`config.mk`:
```
export PLATFORM = sky130hd
export DESIGN_NAME = oscsw_ctrl
export DESIGN_NICKNAME = d
export VERILOG_FILES = /design/src/rtl/oscsw_pkg.sv /design/src/rtl/oscsw_ctrl.sv
export SDC_FILE = /design/constraint.sdc
export NUM_CORES = 1
export LEC_CHECK = 0
export ABC_AREA = 1
export BUFFER_PORTS_ARGS = -buffer_cell sky130_fd_sc_hd__buf_2
export CORE_UTILIZATION = 56
export CTS_BUF_LIST = sky130_fd_sc_hd__clkbuf_8
export DETAILED_ROUTE_END_ITERATION = 10
export PLACE_DENSITY = 0.78
export SYNTH_ARGS = -nofsm -noshare
export SYNTH_HDL_FRONTEND = slang
export SYNTH_SLANG_ARGS = --single-unit
```
`constraint.sdc`:
```
create_clock -name clk -period 5.1 [get_ports clk]
set_input_delay 0.765 -clock clk [delete_from_list [all_inputs] [get_ports clk]]
set_output_delay 0.765 -clock clk [all_outputs]
set_load 0.01 [all_outputs]
```
`src/rtl/oscsw_pkg.sv`:
```
// constants and carrier types for the oscillator switch control block
`default_nettype none
package oscsw_pkg;
   localparam logic [3:0] OSCSW_ADDR_OSC_CTRL = 4'h0;
   localparam logic [3:0] OSCSW_ADDR_CLK_DIV  = 4'h2;
   localparam logic [3:0] OSCSW_ADDR_RC_TUNE  = 4'h4;
   localparam logic [3:0] OSCSW_ADDR_STATUS   = 4'h6;

   localparam int OSCSW_CUR_LSB   = 12;
   localparam int OSCSW_NEW_LSB   = 8;
   localparam int OSCSW_SLOCK_BIT = 7;
   localparam int OSCSW_PLOCK_BIT = 6;
   localparam int OSCSW_PLL_BIT   = 5;
   localparam int OSCSW_FAIL_BIT  = 3;
   localparam int OSCSW_PKEEP_BIT = 2;
   localparam int OSCSW_SEC_BIT   = 1;
   localparam int OSCSW_START_BIT = 0;
   localparam int OSCSW_ROI_BIT   = 15;
   localparam int OSCSW_RATIO_LSB = 12;
   localparam int OSCSW_RATEN_BIT = 11;
   localparam int OSCSW_PSC_LSB   = 8;

   localparam logic [7:0] OSCSW_KEY_HI_1 = 8'h78;
   localparam logic [7:0] OSCSW_KEY_HI_2 = 8'h9A;
   localparam logic [7:0] OSCSW_KEY_LO_1 = 8'h46;
   localparam logic [7:0] OSCSW_KEY_LO_2 = 8'h57;

   localparam logic [2:0] OSCSW_RATIO_RST = 3'h3;
   localparam logic [2:0] OSCSW_PSC_RST   = 3'h1;
   localparam logic [3:0] OSCSW_SETTLE_CYCLES = 4'hA;

   typedef enum logic [2:0] {
      OSCSW_SRC_FRC     = 3'h0,
      OSCSW_SRC_FRC_PLL = 3'h1,
      OSCSW_SRC_PRI     = 3'h2,
      OSCSW_SRC_PRI_PLL = 3'h3,
      OSCSW_SRC_SEC     = 3'h4,
      OSCSW_SRC_LOW_POWER_RC_OSC    = 3'h5,
      OSCSW_SRC_RSVD    = 3'h6,
      OSCSW_SRC_FRC_DIV = 3'h7
   } oscsw_src_t;

   typedef struct packed {
      logic [3:0]  addr;
      logic [15:0] wdata;
      logic [1:0]  byte_en;
      logic        wr;
      logic        rd;
   } oscsw_bus_t;

   typedef struct packed {
      logic [1:0] switch_monitor_cfg;
      logic [2:0] initial_source_cfg;
      logic       pin_lock_one_shot_cfg;
      logic [1:0] primary_submode_cfg;
      logic       watchdog_enabled;
   } oscsw_cfg_t;

   typedef struct packed {
      logic pll_locked;
      logic osc_startup_done;
      logic fail_detect;
      logic new_clk_tick;
      logic irq;
   } oscsw_ana_t;
endpackage
`default_nettype wire

```
`src/rtl/oscsw_ctrl.sv`:
```
// oscillator source selection, unlock keys, switch sequencer and divider control
//
// The address-and-strobe port and the register addresses are this design's own decisions.
`default_nettype none
module oscsw_ctrl
   import oscsw_pkg::*;
(
   input  wire  logic        clk,
   input  wire  logic        rst,
   input  wire  logic        ce,
   input  wire  oscsw_bus_t  bus,
   input  wire  oscsw_cfg_t  cfg_pin,
   input  wire  oscsw_ana_t  ana_pin,
   output logic [15:0]       rdata,
   output logic [2:0]        sys_src,
   output logic [7:0]        osc_enable,
   output logic              primary_keep_in_sleep,
   output logic [2:0]        doze_ratio_eff,
   output logic [2:0]        fast_rc_postscale,
   output logic [5:0]        fast_rc_trim,
   output logic              pin_map_lock
);
   typedef enum logic [1:0] {
      OSCSW_ST_IDLE   = 2'b00,
      OSCSW_ST_WAIT   = 2'b01,
      OSCSW_ST_SETTLE = 2'b11
   } oscsw_state_t;
   function automatic logic src_uses_pll(input logic [2:0] s);
      src_uses_pll = (s == OSCSW_SRC_FRC_PLL) || (s == OSCSW_SRC_PRI_PLL);
   endfunction
   function automatic logic [7:0] src_onehot(input logic [2:0] s);
      src_onehot = 8'h01 << s;
   endfunction
   // configuration and analog inputs come from outside the clock domain
   oscsw_cfg_t cfg_s1_reg;
   oscsw_cfg_t cfg_reg;
   oscsw_ana_t ana_s1_reg;
   oscsw_ana_t ana_reg;
   logic       tick_d_reg;
   logic       irq_d_reg;
   always_ff @(posedge clk or posedge rst) begin
      if (rst) begin
         cfg_s1_reg <= '0;
         cfg_reg    <= '0;
         ana_s1_reg <= '0;
         ana_reg    <= '0;
         tick_d_reg <= 1'b0;
         irq_d_reg  <= 1'b0;
      end else if (ce) begin
         cfg_s1_reg <= cfg_pin;
         cfg_reg    <= cfg_s1_reg;
         ana_s1_reg <= ana_pin;
         ana_reg    <= ana_s1_reg;
         tick_d_reg <= ana_reg.new_clk_tick;
         irq_d_reg  <= ana_reg.irq;
      end
   end
   logic tick_rise;
   logic irq_rise;
   assign tick_rise = ana_reg.new_clk_tick & ~tick_d_reg;
   assign irq_rise  = ana_reg.irq & ~irq_d_reg;
   logic switch_allowed;
   logic monitor_on;
   assign switch_allowed = (cfg_reg.switch_monitor_cfg == 2'b00);
   assign monitor_on     = (cfg_reg.switch_monitor_cfg == 2'b00);
   // straps are taken a few cycles after reset release, once synchronised
   logic [1:0] boot_cnt_reg;
   logic       boot_done;
   assign boot_done = (boot_cnt_reg == 2'h3);
   always_ff @(posedge clk or posedge rst) begin
      if (rst) begin
         boot_cnt_reg <= 2'h0;
      end else if (ce && !boot_done) begin
         boot_cnt_reg <= boot_cnt_reg + 2'h1;
      end
   end
   logic boot_load;
   assign boot_load = (boot_cnt_reg == 2'h2);
   logic wr_ctrl;
   logic wr_hi;
   logic wr_lo;
   assign wr_ctrl = bus.wr && (bus.addr == OSCSW_ADDR_OSC_CTRL);
   assign wr_hi   = wr_ctrl && bus.byte_en[1];
   assign wr_lo   = wr_ctrl && bus.byte_en[0];
   // key tracking: 0 none, 1 first key seen, 2 unlocked for the next write
   logic [1:0] key_hi_reg;
   logic [1:0] key_lo_reg;
   logic       hi_open;
   logic       lo_open;
   assign hi_open = (key_hi_reg == 2'h2) && wr_hi;
   assign lo_open = (key_lo_reg == 2'h2) && wr_lo;
   always_ff @(posedge clk or posedge rst) begin
      if (rst) begin
         key_hi_reg <= 2'h0;
      end else if (ce && bus.wr) begin
         if (wr_hi && key_hi_reg == 2'h0 && bus.wdata[15:8] == OSCSW_KEY_HI_1) begin
            key_hi_reg <= 2'h1;
         end else if (wr_hi && key_hi_reg == 2'h1 && bus.wdata[15:8] == OSCSW_KEY_HI_2) begin
            key_hi_reg <= 2'h2;
         end else if (wr_hi && bus.wdata[15:8] == OSCSW_KEY_HI_1) begin
            key_hi_reg <= 2'h1;
         end else begin
            key_hi_reg <= 2'h0;
         end
      end
   end
   always_ff @(posedge clk or posedge rst) begin
      if (rst) begin
         key_lo_reg <= 2'h0;
      end else if (ce && bus.wr) begin
         if (wr_lo && key_lo_reg == 2'h0 && bus.wdata[7:0] == OSCSW_KEY_LO_1) begin
            key_lo_reg <= 2'h1;
         end else if (wr_lo && key_lo_reg == 2'h1 && bus.wdata[7:0] == OSCSW_KEY_LO_2) begin
            key_lo_reg <= 2'h2;
         end else if (wr_lo && bus.wdata[7:0] == OSCSW_KEY_LO_1) begin
            key_lo_reg <= 2'h1;
         end else begin
            key_lo_reg <= 2'h0;
         end
      end
   end
   logic [2:0]   cur_src_reg;
   logic [2:0]   new_src_reg;
   logic         sel_lock_reg;
   logic         pin_lock_reg;
   logic         pll_lock_reg;
   logic         fail_reg;
   logic         keep_reg;
   logic         sec_en_reg;
   logic         start_reg;
   oscsw_state_t state_reg;
   logic [3:0]   settle_reg;
   logic [7:0]   osc_on_reg;
   logic sel_frozen;
   assign sel_frozen = monitor_on && sel_lock_reg;
   logic start_req;
   assign start_req = lo_open && bus.wdata[OSCSW_START_BIT] && switch_allowed
                      && !sel_frozen && state_reg == OSCSW_ST_IDLE && !start_reg;
   logic redundant;
   assign redundant = (new_src_reg == cur_src_reg);
   // during a switch the lock bit follows the source being brought up
   logic [2:0] lock_src;
   assign lock_src = (state_reg == OSCSW_ST_IDLE) ? cur_src_reg : new_src_reg;
   logic src_ready;
   assign src_ready = src_uses_pll(new_src_reg) ? ana_reg.pll_locked
                    : (new_src_reg == OSCSW_SRC_PRI) ? ana_reg.osc_startup_done
                    : 1'b1;
   logic changeover;
   assign changeover = (state_reg == OSCSW_ST_SETTLE) && tick_rise
                       && (settle_reg == OSCSW_SETTLE_CYCLES - 4'h1);
   always_ff @(posedge clk or posedge rst) begin
      if (rst) begin
         state_reg  <= OSCSW_ST_IDLE;
         settle_reg <= 4'h0;
      end else if (ce) begin
         case (state_reg)
            OSCSW_ST_IDLE: begin
               if (start_req && !redundant) begin
                  state_reg <= OSCSW_ST_WAIT;
               end
            end
            OSCSW_ST_WAIT: begin
               settle_reg <= 4'h0;
               if (src_ready) begin
                  state_reg <= OSCSW_ST_SETTLE;
               end
            end
            OSCSW_ST_SETTLE: begin
               if (tick_rise) begin
                  settle_reg <= settle_reg + 4'h1;
               end
               if (changeover) begin
                  state_reg <= OSCSW_ST_IDLE;
               end
            end
            default: begin
               state_reg <= OSCSW_ST_IDLE;
            end
         endcase
      end
   end
   always_ff @(posedge clk or posedge rst) begin
      if (rst) begin
         start_reg <= 1'b0;
      end else if (ce) begin
         if (!switch_allowed) begin
            start_reg <= 1'b0;
         end else if (start_req) begin
            start_reg <= !redundant;
         end else if (changeover) begin
            start_reg <= 1'b0;
         end
      end
   end
   always_ff @(posedge clk or posedge rst) begin
      if (rst) begin
         cur_src_reg <= OSCSW_SRC_FRC_DIV;
         new_src_reg <= OSCSW_SRC_FRC_DIV;
      end else if (ce) begin
         if (boot_load || !switch_allowed) begin
            cur_src_reg <= cfg_reg.initial_source_cfg;
         end else if (changeover) begin
            cur_src_reg <= new_src_reg;
         end
         if (boot_load) begin
            new_src_reg <= cfg_reg.initial_source_cfg;
         end else if (hi_open && !sel_frozen && state_reg == OSCSW_ST_IDLE) begin
            new_src_reg <= bus.wdata[OSCSW_NEW_LSB +: 3];
         end
      end
   end
   // oscillators stay on while in use, wanted, or needed by others
   logic [7:0] keep_mask;
   assign keep_mask = (cfg_reg.watchdog_enabled || monitor_on ? src_onehot(OSCSW_SRC_LOW_POWER_RC_OSC) : 8'h00)
                    | (sec_en_reg ? src_onehot(OSCSW_SRC_SEC) : 8'h00);
   always_ff @(posedge clk or posedge rst) begin
      if (rst) begin
         osc_on_reg <= 8'h00;
      end else if (ce) begin
         if (boot_load) begin
            osc_on_reg <= src_onehot(cfg_reg.initial_source_cfg) | keep_mask;
         end else if (changeover) begin
            osc_on_reg <= src_onehot(new_src_reg) | keep_mask;
         end else if (state_reg != OSCSW_ST_IDLE) begin
            osc_on_reg <= osc_on_reg | src_onehot(new_src_reg) | keep_mask;
         end else begin
            osc_on_reg <= (osc_on_reg & src_onehot(cur_src_reg)) | keep_mask;
         end
      end
   end

   always_ff @(posedge clk or posedge rst) begin
      if (rst) begin
         pll_lock_reg <= 1'b0;
      end else if (ce) begin
         if (!src_uses_pll(lock_src) || (start_req && !redundant)) begin
            pll_lock_reg <= 1'b0;
         end else begin
            pll_lock_reg <= ana_reg.pll_locked;
         end
      end
   end
   always_ff @(posedge clk or posedge rst) begin
      if (rst) begin
         fail_reg <= 1'b0;
      end else if (ce) begin
         if (monitor_on && ana_reg.fail_detect) begin
            fail_reg <= 1'b1;
         end else if (start_req && !redundant) begin
            fail_reg <= 1'b0;
         end else if (lo_open && !bus.wdata[OSCSW_FAIL_BIT]) begin
            fail_reg <= 1'b0;
         end
      end
   end
   always_ff @(posedge clk or posedge rst) begin
      if (rst) begin
         sel_lock_reg <= 1'b0;
         pin_lock_reg <= 1'b0;
         keep_reg     <= 1'b0;
         sec_en_reg   <= 1'b0;
      end else if (ce && lo_open) begin
         sel_lock_reg <= sel_lock_reg | bus.wdata[OSCSW_SLOCK_BIT];
         if (!(cfg_reg.pin_lock_one_shot_cfg && pin_lock_reg)) begin
            pin_lock_reg <= bus.wdata[OSCSW_PLOCK_BIT];
         end
         keep_reg   <= bus.wdata[OSCSW_PKEEP_BIT];
         sec_en_reg <= bus.wdata[OSCSW_SEC_BIT];
      end
   end
   logic       roi_reg;
   logic [2:0] ratio_reg;
   logic       ratio_en_reg;
   logic [2:0] psc_reg;
   logic [5:0] trim_reg;
   logic       wr_div;
   assign wr_div = bus.wr && bus.addr == OSCSW_ADDR_CLK_DIV && bus.byte_en[1];
   always_ff @(posedge clk or posedge rst) begin
      if (rst) begin
         roi_reg      <= 1'b0;
         ratio_reg    <= OSCSW_RATIO_RST;
         ratio_en_reg <= 1'b0;
         psc_reg      <= OSCSW_PSC_RST;
      end else if (ce) begin
         if (wr_div) begin
            roi_reg   <= bus.wdata[OSCSW_ROI_BIT];
            ratio_reg <= bus.wdata[OSCSW_RATIO_LSB +: 3];
            psc_reg   <= bus.wdata[OSCSW_PSC_LSB +: 3];
         end
         if (roi_reg && irq_rise) begin
            ratio_en_reg <= 1'b0;
         end else if (wr_div) begin
            ratio_en_reg <= bus.wdata[OSCSW_RATEN_BIT];
         end
      end
   end

   always_ff @(posedge clk or posedge rst) begin
      if (rst) begin
         trim_reg <= 6'h00;
      end else if (ce && bus.wr && bus.addr == OSCSW_ADDR_RC_TUNE && bus.byte_en[0]) begin
         trim_reg <= bus.wdata[5:0];
      end
   end

   always_ff @(posedge clk or posedge rst) begin
      if (rst) begin
         rdata <= 16'h0000;
      end else if (ce) begin
         rdata <= 16'h0000;
         if (bus.rd) begin
            case (bus.addr)
               OSCSW_ADDR_OSC_CTRL: rdata <= {1'b0, cur_src_reg, 1'b0, new_src_reg, sel_lock_reg,
                                             pin_lock_reg, pll_lock_reg, 1'b0, fail_reg, keep_reg,
                                             sec_en_reg, start_reg};
               OSCSW_ADDR_CLK_DIV:  rdata <= {roi_reg, ratio_reg, ratio_en_reg, psc_reg, 8'h00};
               OSCSW_ADDR_RC_TUNE:  rdata <= {10'h000, trim_reg};
               OSCSW_ADDR_STATUS:   rdata <= {6'h00, cfg_reg.primary_submode_cfg, osc_on_reg};
               default:             rdata <= 16'h0000;
            endcase
         end
      end
   end

   always_ff @(posedge clk or posedge rst) begin
      if (rst) begin
         sys_src               <= OSCSW_SRC_FRC_DIV;
         osc_enable            <= 8'h00;
         primary_keep_in_sleep <= 1'b0;
         doze_ratio_eff        <= 3'h0;
         fast_rc_postscale     <= OSCSW_PSC_RST;
         fast_rc_trim          <= 6'h00;
         pin_map_lock          <= 1'b0;
      end else if (ce) begin
         sys_src               <= cur_src_reg;
         osc_enable            <= osc_on_reg;
         primary_keep_in_sleep <= keep_reg;
         doze_ratio_eff        <= ratio_en_reg ? ratio_reg : 3'h0;
         fast_rc_postscale     <= psc_reg;
         fast_rc_trim          <= trim_reg;
         pin_map_lock          <= pin_lock_reg;
      end
   end
endmodule
`default_nettype wire

```
==> results.md <==
- Cell area after synthesis: 5520 um^2
- Dominant cells by area after synthesis: sky130_fd_sc_hd__dfrtp_1 48%, sky130_fd_sc_hd__nand2_1 14%, sky130_fd_sc_hd__o21ai_0 6.3%
- Top-level I/O count: 82
- Via count: 4882
- Share of cells above drive strength 1: 19.4%
- Global router's overall resource usage: 29.0%
- Number of enable flip-flop cells after synthesis: 0
- Worst R2R Setup Slack: 3.32 ns
- Max cap viols: 0
- Share of the clock period used by the worst path after layout: 43.0%
- CP Data Required Time: 5.44 ns
- Count of port buffers added during placement: 81
- Final worst clock skew: 0.0153 ns
- Die width: 101 um
- Floorplan die height: 101 um
- Count of unresolved DRC violations after routing: 0
- Setup Crit Path Kind: primary input to flip-flop
- Dominant cell type by area after synthesis: sky130_fd_sc_hd__dfrtp_1
- Final net count: 793
- Overflow left after global routing: 0
- Clock input transition at the sequential cells of the worst setup and hold paths: 0.07 ns
- Wire length after detailed routing: 13600 um
- Count of instances resized after the clock tree is built: 0
- Hold WS: 0.467 ns
- Diode count: 0
- Clk root buf: sky130_fd_sc_hd__clkbuf_8
- Number of standard-cell rows in the floorplan: 35
- Worst Path Max Fanout: 70
- Post-Syn Area per Cell: 8.23 um^2
- Number of buffers inserted by post-CTS setup repair: 0
- Detailed router's first-iteration violation count: 257
- Sequential area share after synthesis: 53.8%
- Setup TNS: 0 ns
- Post-Syn Nets: 715
- Global-route track usage on met3: 5.11%
- Worst reg2reg startpoint: boot_cnt_reg[0]
- Actual transition at the worst max-transition pin: 0.947 ns
- Met1 capacity usage during global routing: 39.7%
- WP data arrival: 2.53 ns
- Max Freq: 456 MHz
- Synthesized instance count: 670
- Cells on worst reg2reg path: 6
- Synthesis-stage register bit count: 118
- Total die area: 10200 um^2
- Number of buffers created by CTS: 17
- Post-layout min period: 2.19 ns
- Final RePlAce weighted congestion: 0.885
- Portion of total power attributed to combinational logic: 22.3%
- Number of buffers between clock root and the deepest sink: 2
- Endpoints failing setup: 0
- Sw Share: 34.4%
- Number of hold violations in the final report: 0
- Busiest layer in global routing: met2
- Async S/R FF share, synth: 100%
- Flip-flop and latch area: 2970 um^2
- Share of power burned in the clock network: 31.0%
- Most numerous cell in the Yosys netlist: sky130_fd_sc_hd__nand2_1
- P_sw: 936 uW
- Via density per instance: 5.49
- Initial antenna violation count: 0
- Clk_lat worst skew: 0.43 ns
- Warnings from Yosys: 0
- TritonCTS clock tree: yes
- Reg2Reg Capture Point: osc_on_reg[1]
- Initial cell density of the core: 58.9%
- Drt wl/cell: 15.3 um
- Number of inserted filler cells in the final layout: 822
- Min-delay src: pin_map_lock
- Final slew viol count: 0
- Internal power contribution: 1.79 mW
- Ys flop type: sky130_fd_sc_hd__dfrtp_1
- Number of clock sinks: 118
- Number of stages on the worst hold path: 2
- Wire length of the first global-routing pass: 22500 um
- Maximum number of pins on one net before global-route repair: 80
- Footprint of the multi-input gates: 2150 um^2
- Power per standard cell area: 427 nW/um^2
- Area of the core region: 9370 um^2
- Setup repair after global routing missed its margin: no
- Finished Core Util: 68.1%
- Path class of the lowest-slack min-delay path: flip-flop to flip-flop
- Worst-case hold path end point: pin_map_lock
- Met2 usage: 45.4%
- Worst max-slew margin expressed relative to the limit: 36.9%
- Run status: completed
- Share of total power in sequential cells: 46.7%
- Post-synth top cells: 213 x sky130_fd_sc_hd__nand2_1, 105 x sky130_fd_sc_hd__dfrtp_1, 69 x sky130_fd_sc_hd__o21ai_0
- Count of cell types in the netlist: 36
- Kind of start point of the critical path: primary input
- Via count of the first global-routing pass: 4677
- CTS H-tree depth: 4
- Largest voltage drop on the vdd net: 0.246 mV
- Max reg flops: 16
- Estimated wirelength of the detail-placed design: 9770 um
- Share of the synthesized area in the top cell type: 47.6%
- Type of destination of the critical path: flip-flop
- Area growth syn-to-layout: 15.7%
- Hold_buf cts: 0
- Number of search-and-repair iterations in the first detailed-routing pass: 5
- Antenna Nets Post-Route: 0
- Reported leakage power: 3.30 nW
worst max path at each step:
stage / from / to / depth (start not counted)
floorplan: rst / ana_reg[0] / 1
global placement: ce / rdata[8] / 6
detailed placement: ce / rdata[9] / 6
CTS: ce / rdata[9] / 6
global route: ce / trim_reg[3] / 7
finish: ce / rdata[9] / 6
power by group through the flow:
stage	clock network, mW	logic, mW	registers (mW)
detailed placement	0	0.601	1.28
global route	0.897	0.701	1.29
CTS	0.851	0.606	1.27
floorplan	0	0.428	1.24
finish	0.844	0.608	1.27
global placement	0	0.585	1.27
stage by stage:
| step | power [mW] | cell area (um^2) | std cells | setup slack, ns |
|---|---|---|---|---|
| 2_1_floorplan | 1.67 | 5520 | 670 | 1.23 |
| 3_3_place_gp | 1.86 | 5990 | 858 | 2.62 |
| 3_5_place_dp | 1.88 | 5990 | 858 | 2.52 |
| 4_1_cts | 2.72 | 6380 | 890 | 2.96 |
| 5_1_grt | 2.89 | 6380 | 890 | 2.74 |
| 6_report | 2.72 | 6380 | 890 | 2.91 |
cell families (layout without fill, tap and decap cells):
group / Yosys count / in the layout / share of synthesized area, %
buffers and inverters: 99 / 190 / 7.24
AND/OR/NAND/NOR: 319 / 319 / 24.3
XOR/XNOR: 5 / 5 / 0.794
adder cells (fa/ha/maj): 4 / 4 / 0.907
flip-flops: 118 / 118 / 53.8
AO/OA/AOI/OAI: 125 / 125 / 12.9
cell type report:
class	instances	area share (%)
Tap cell	129	2.53
Sequential cell	118	46.5
Multi-Input combinational cell	453	33.7
Clock inverter	13	2.08
Clock buffer	19	4.10
Inverter	74	4.39
Timing Repair Buffer	84	6.71
cells in the final DEF (no fill, tap or decap), types with 11 or more instances in the layout:
| cell type | count |
|---|---|
| sky130_fd_sc_hd__nand2_1 | 213 |
| sky130_fd_sc_hd__dfrtp_1 | 105 |
| sky130_fd_sc_hd__buf_2 | 81 |
| sky130_fd_sc_hd__o21ai_0 | 69 |
| sky130_fd_sc_hd__inv_1 | 68 |
| sky130_fd_sc_hd__nor2_1 | 38 |
| sky130_fd_sc_hd__nand3_1 | 37 |
| sky130_fd_sc_hd__clkbuf_8 | 19 |
| sky130_fd_sc_hd__a21oi_1 | 18 |
| sky130_fd_sc_hd__dfstp_2 | 13 |
| sky130_fd_sc_hd__nand4_1 | 11 |
layer usage:
metal / routed length (um) / vias up
li1: - / 2320
met1: 5920 / 2295
met2: 6420 / 240
met3: 988 / 27
met4: 287 / 0
met5: 0 / -
critical path: stages:
cell                      delay [ns]
sky130_fd_sc_hd__buf_2          0.10
sky130_fd_sc_hd__buf_4          0.54
sky130_fd_sc_hd__nand2_1        0.13
sky130_fd_sc_hd__nor3_2         0.64
sky130_fd_sc_hd__inv_1          0.12
sky130_fd_sc_hd__o21ai_0        0.20
(Power assumes the default switching activity.)
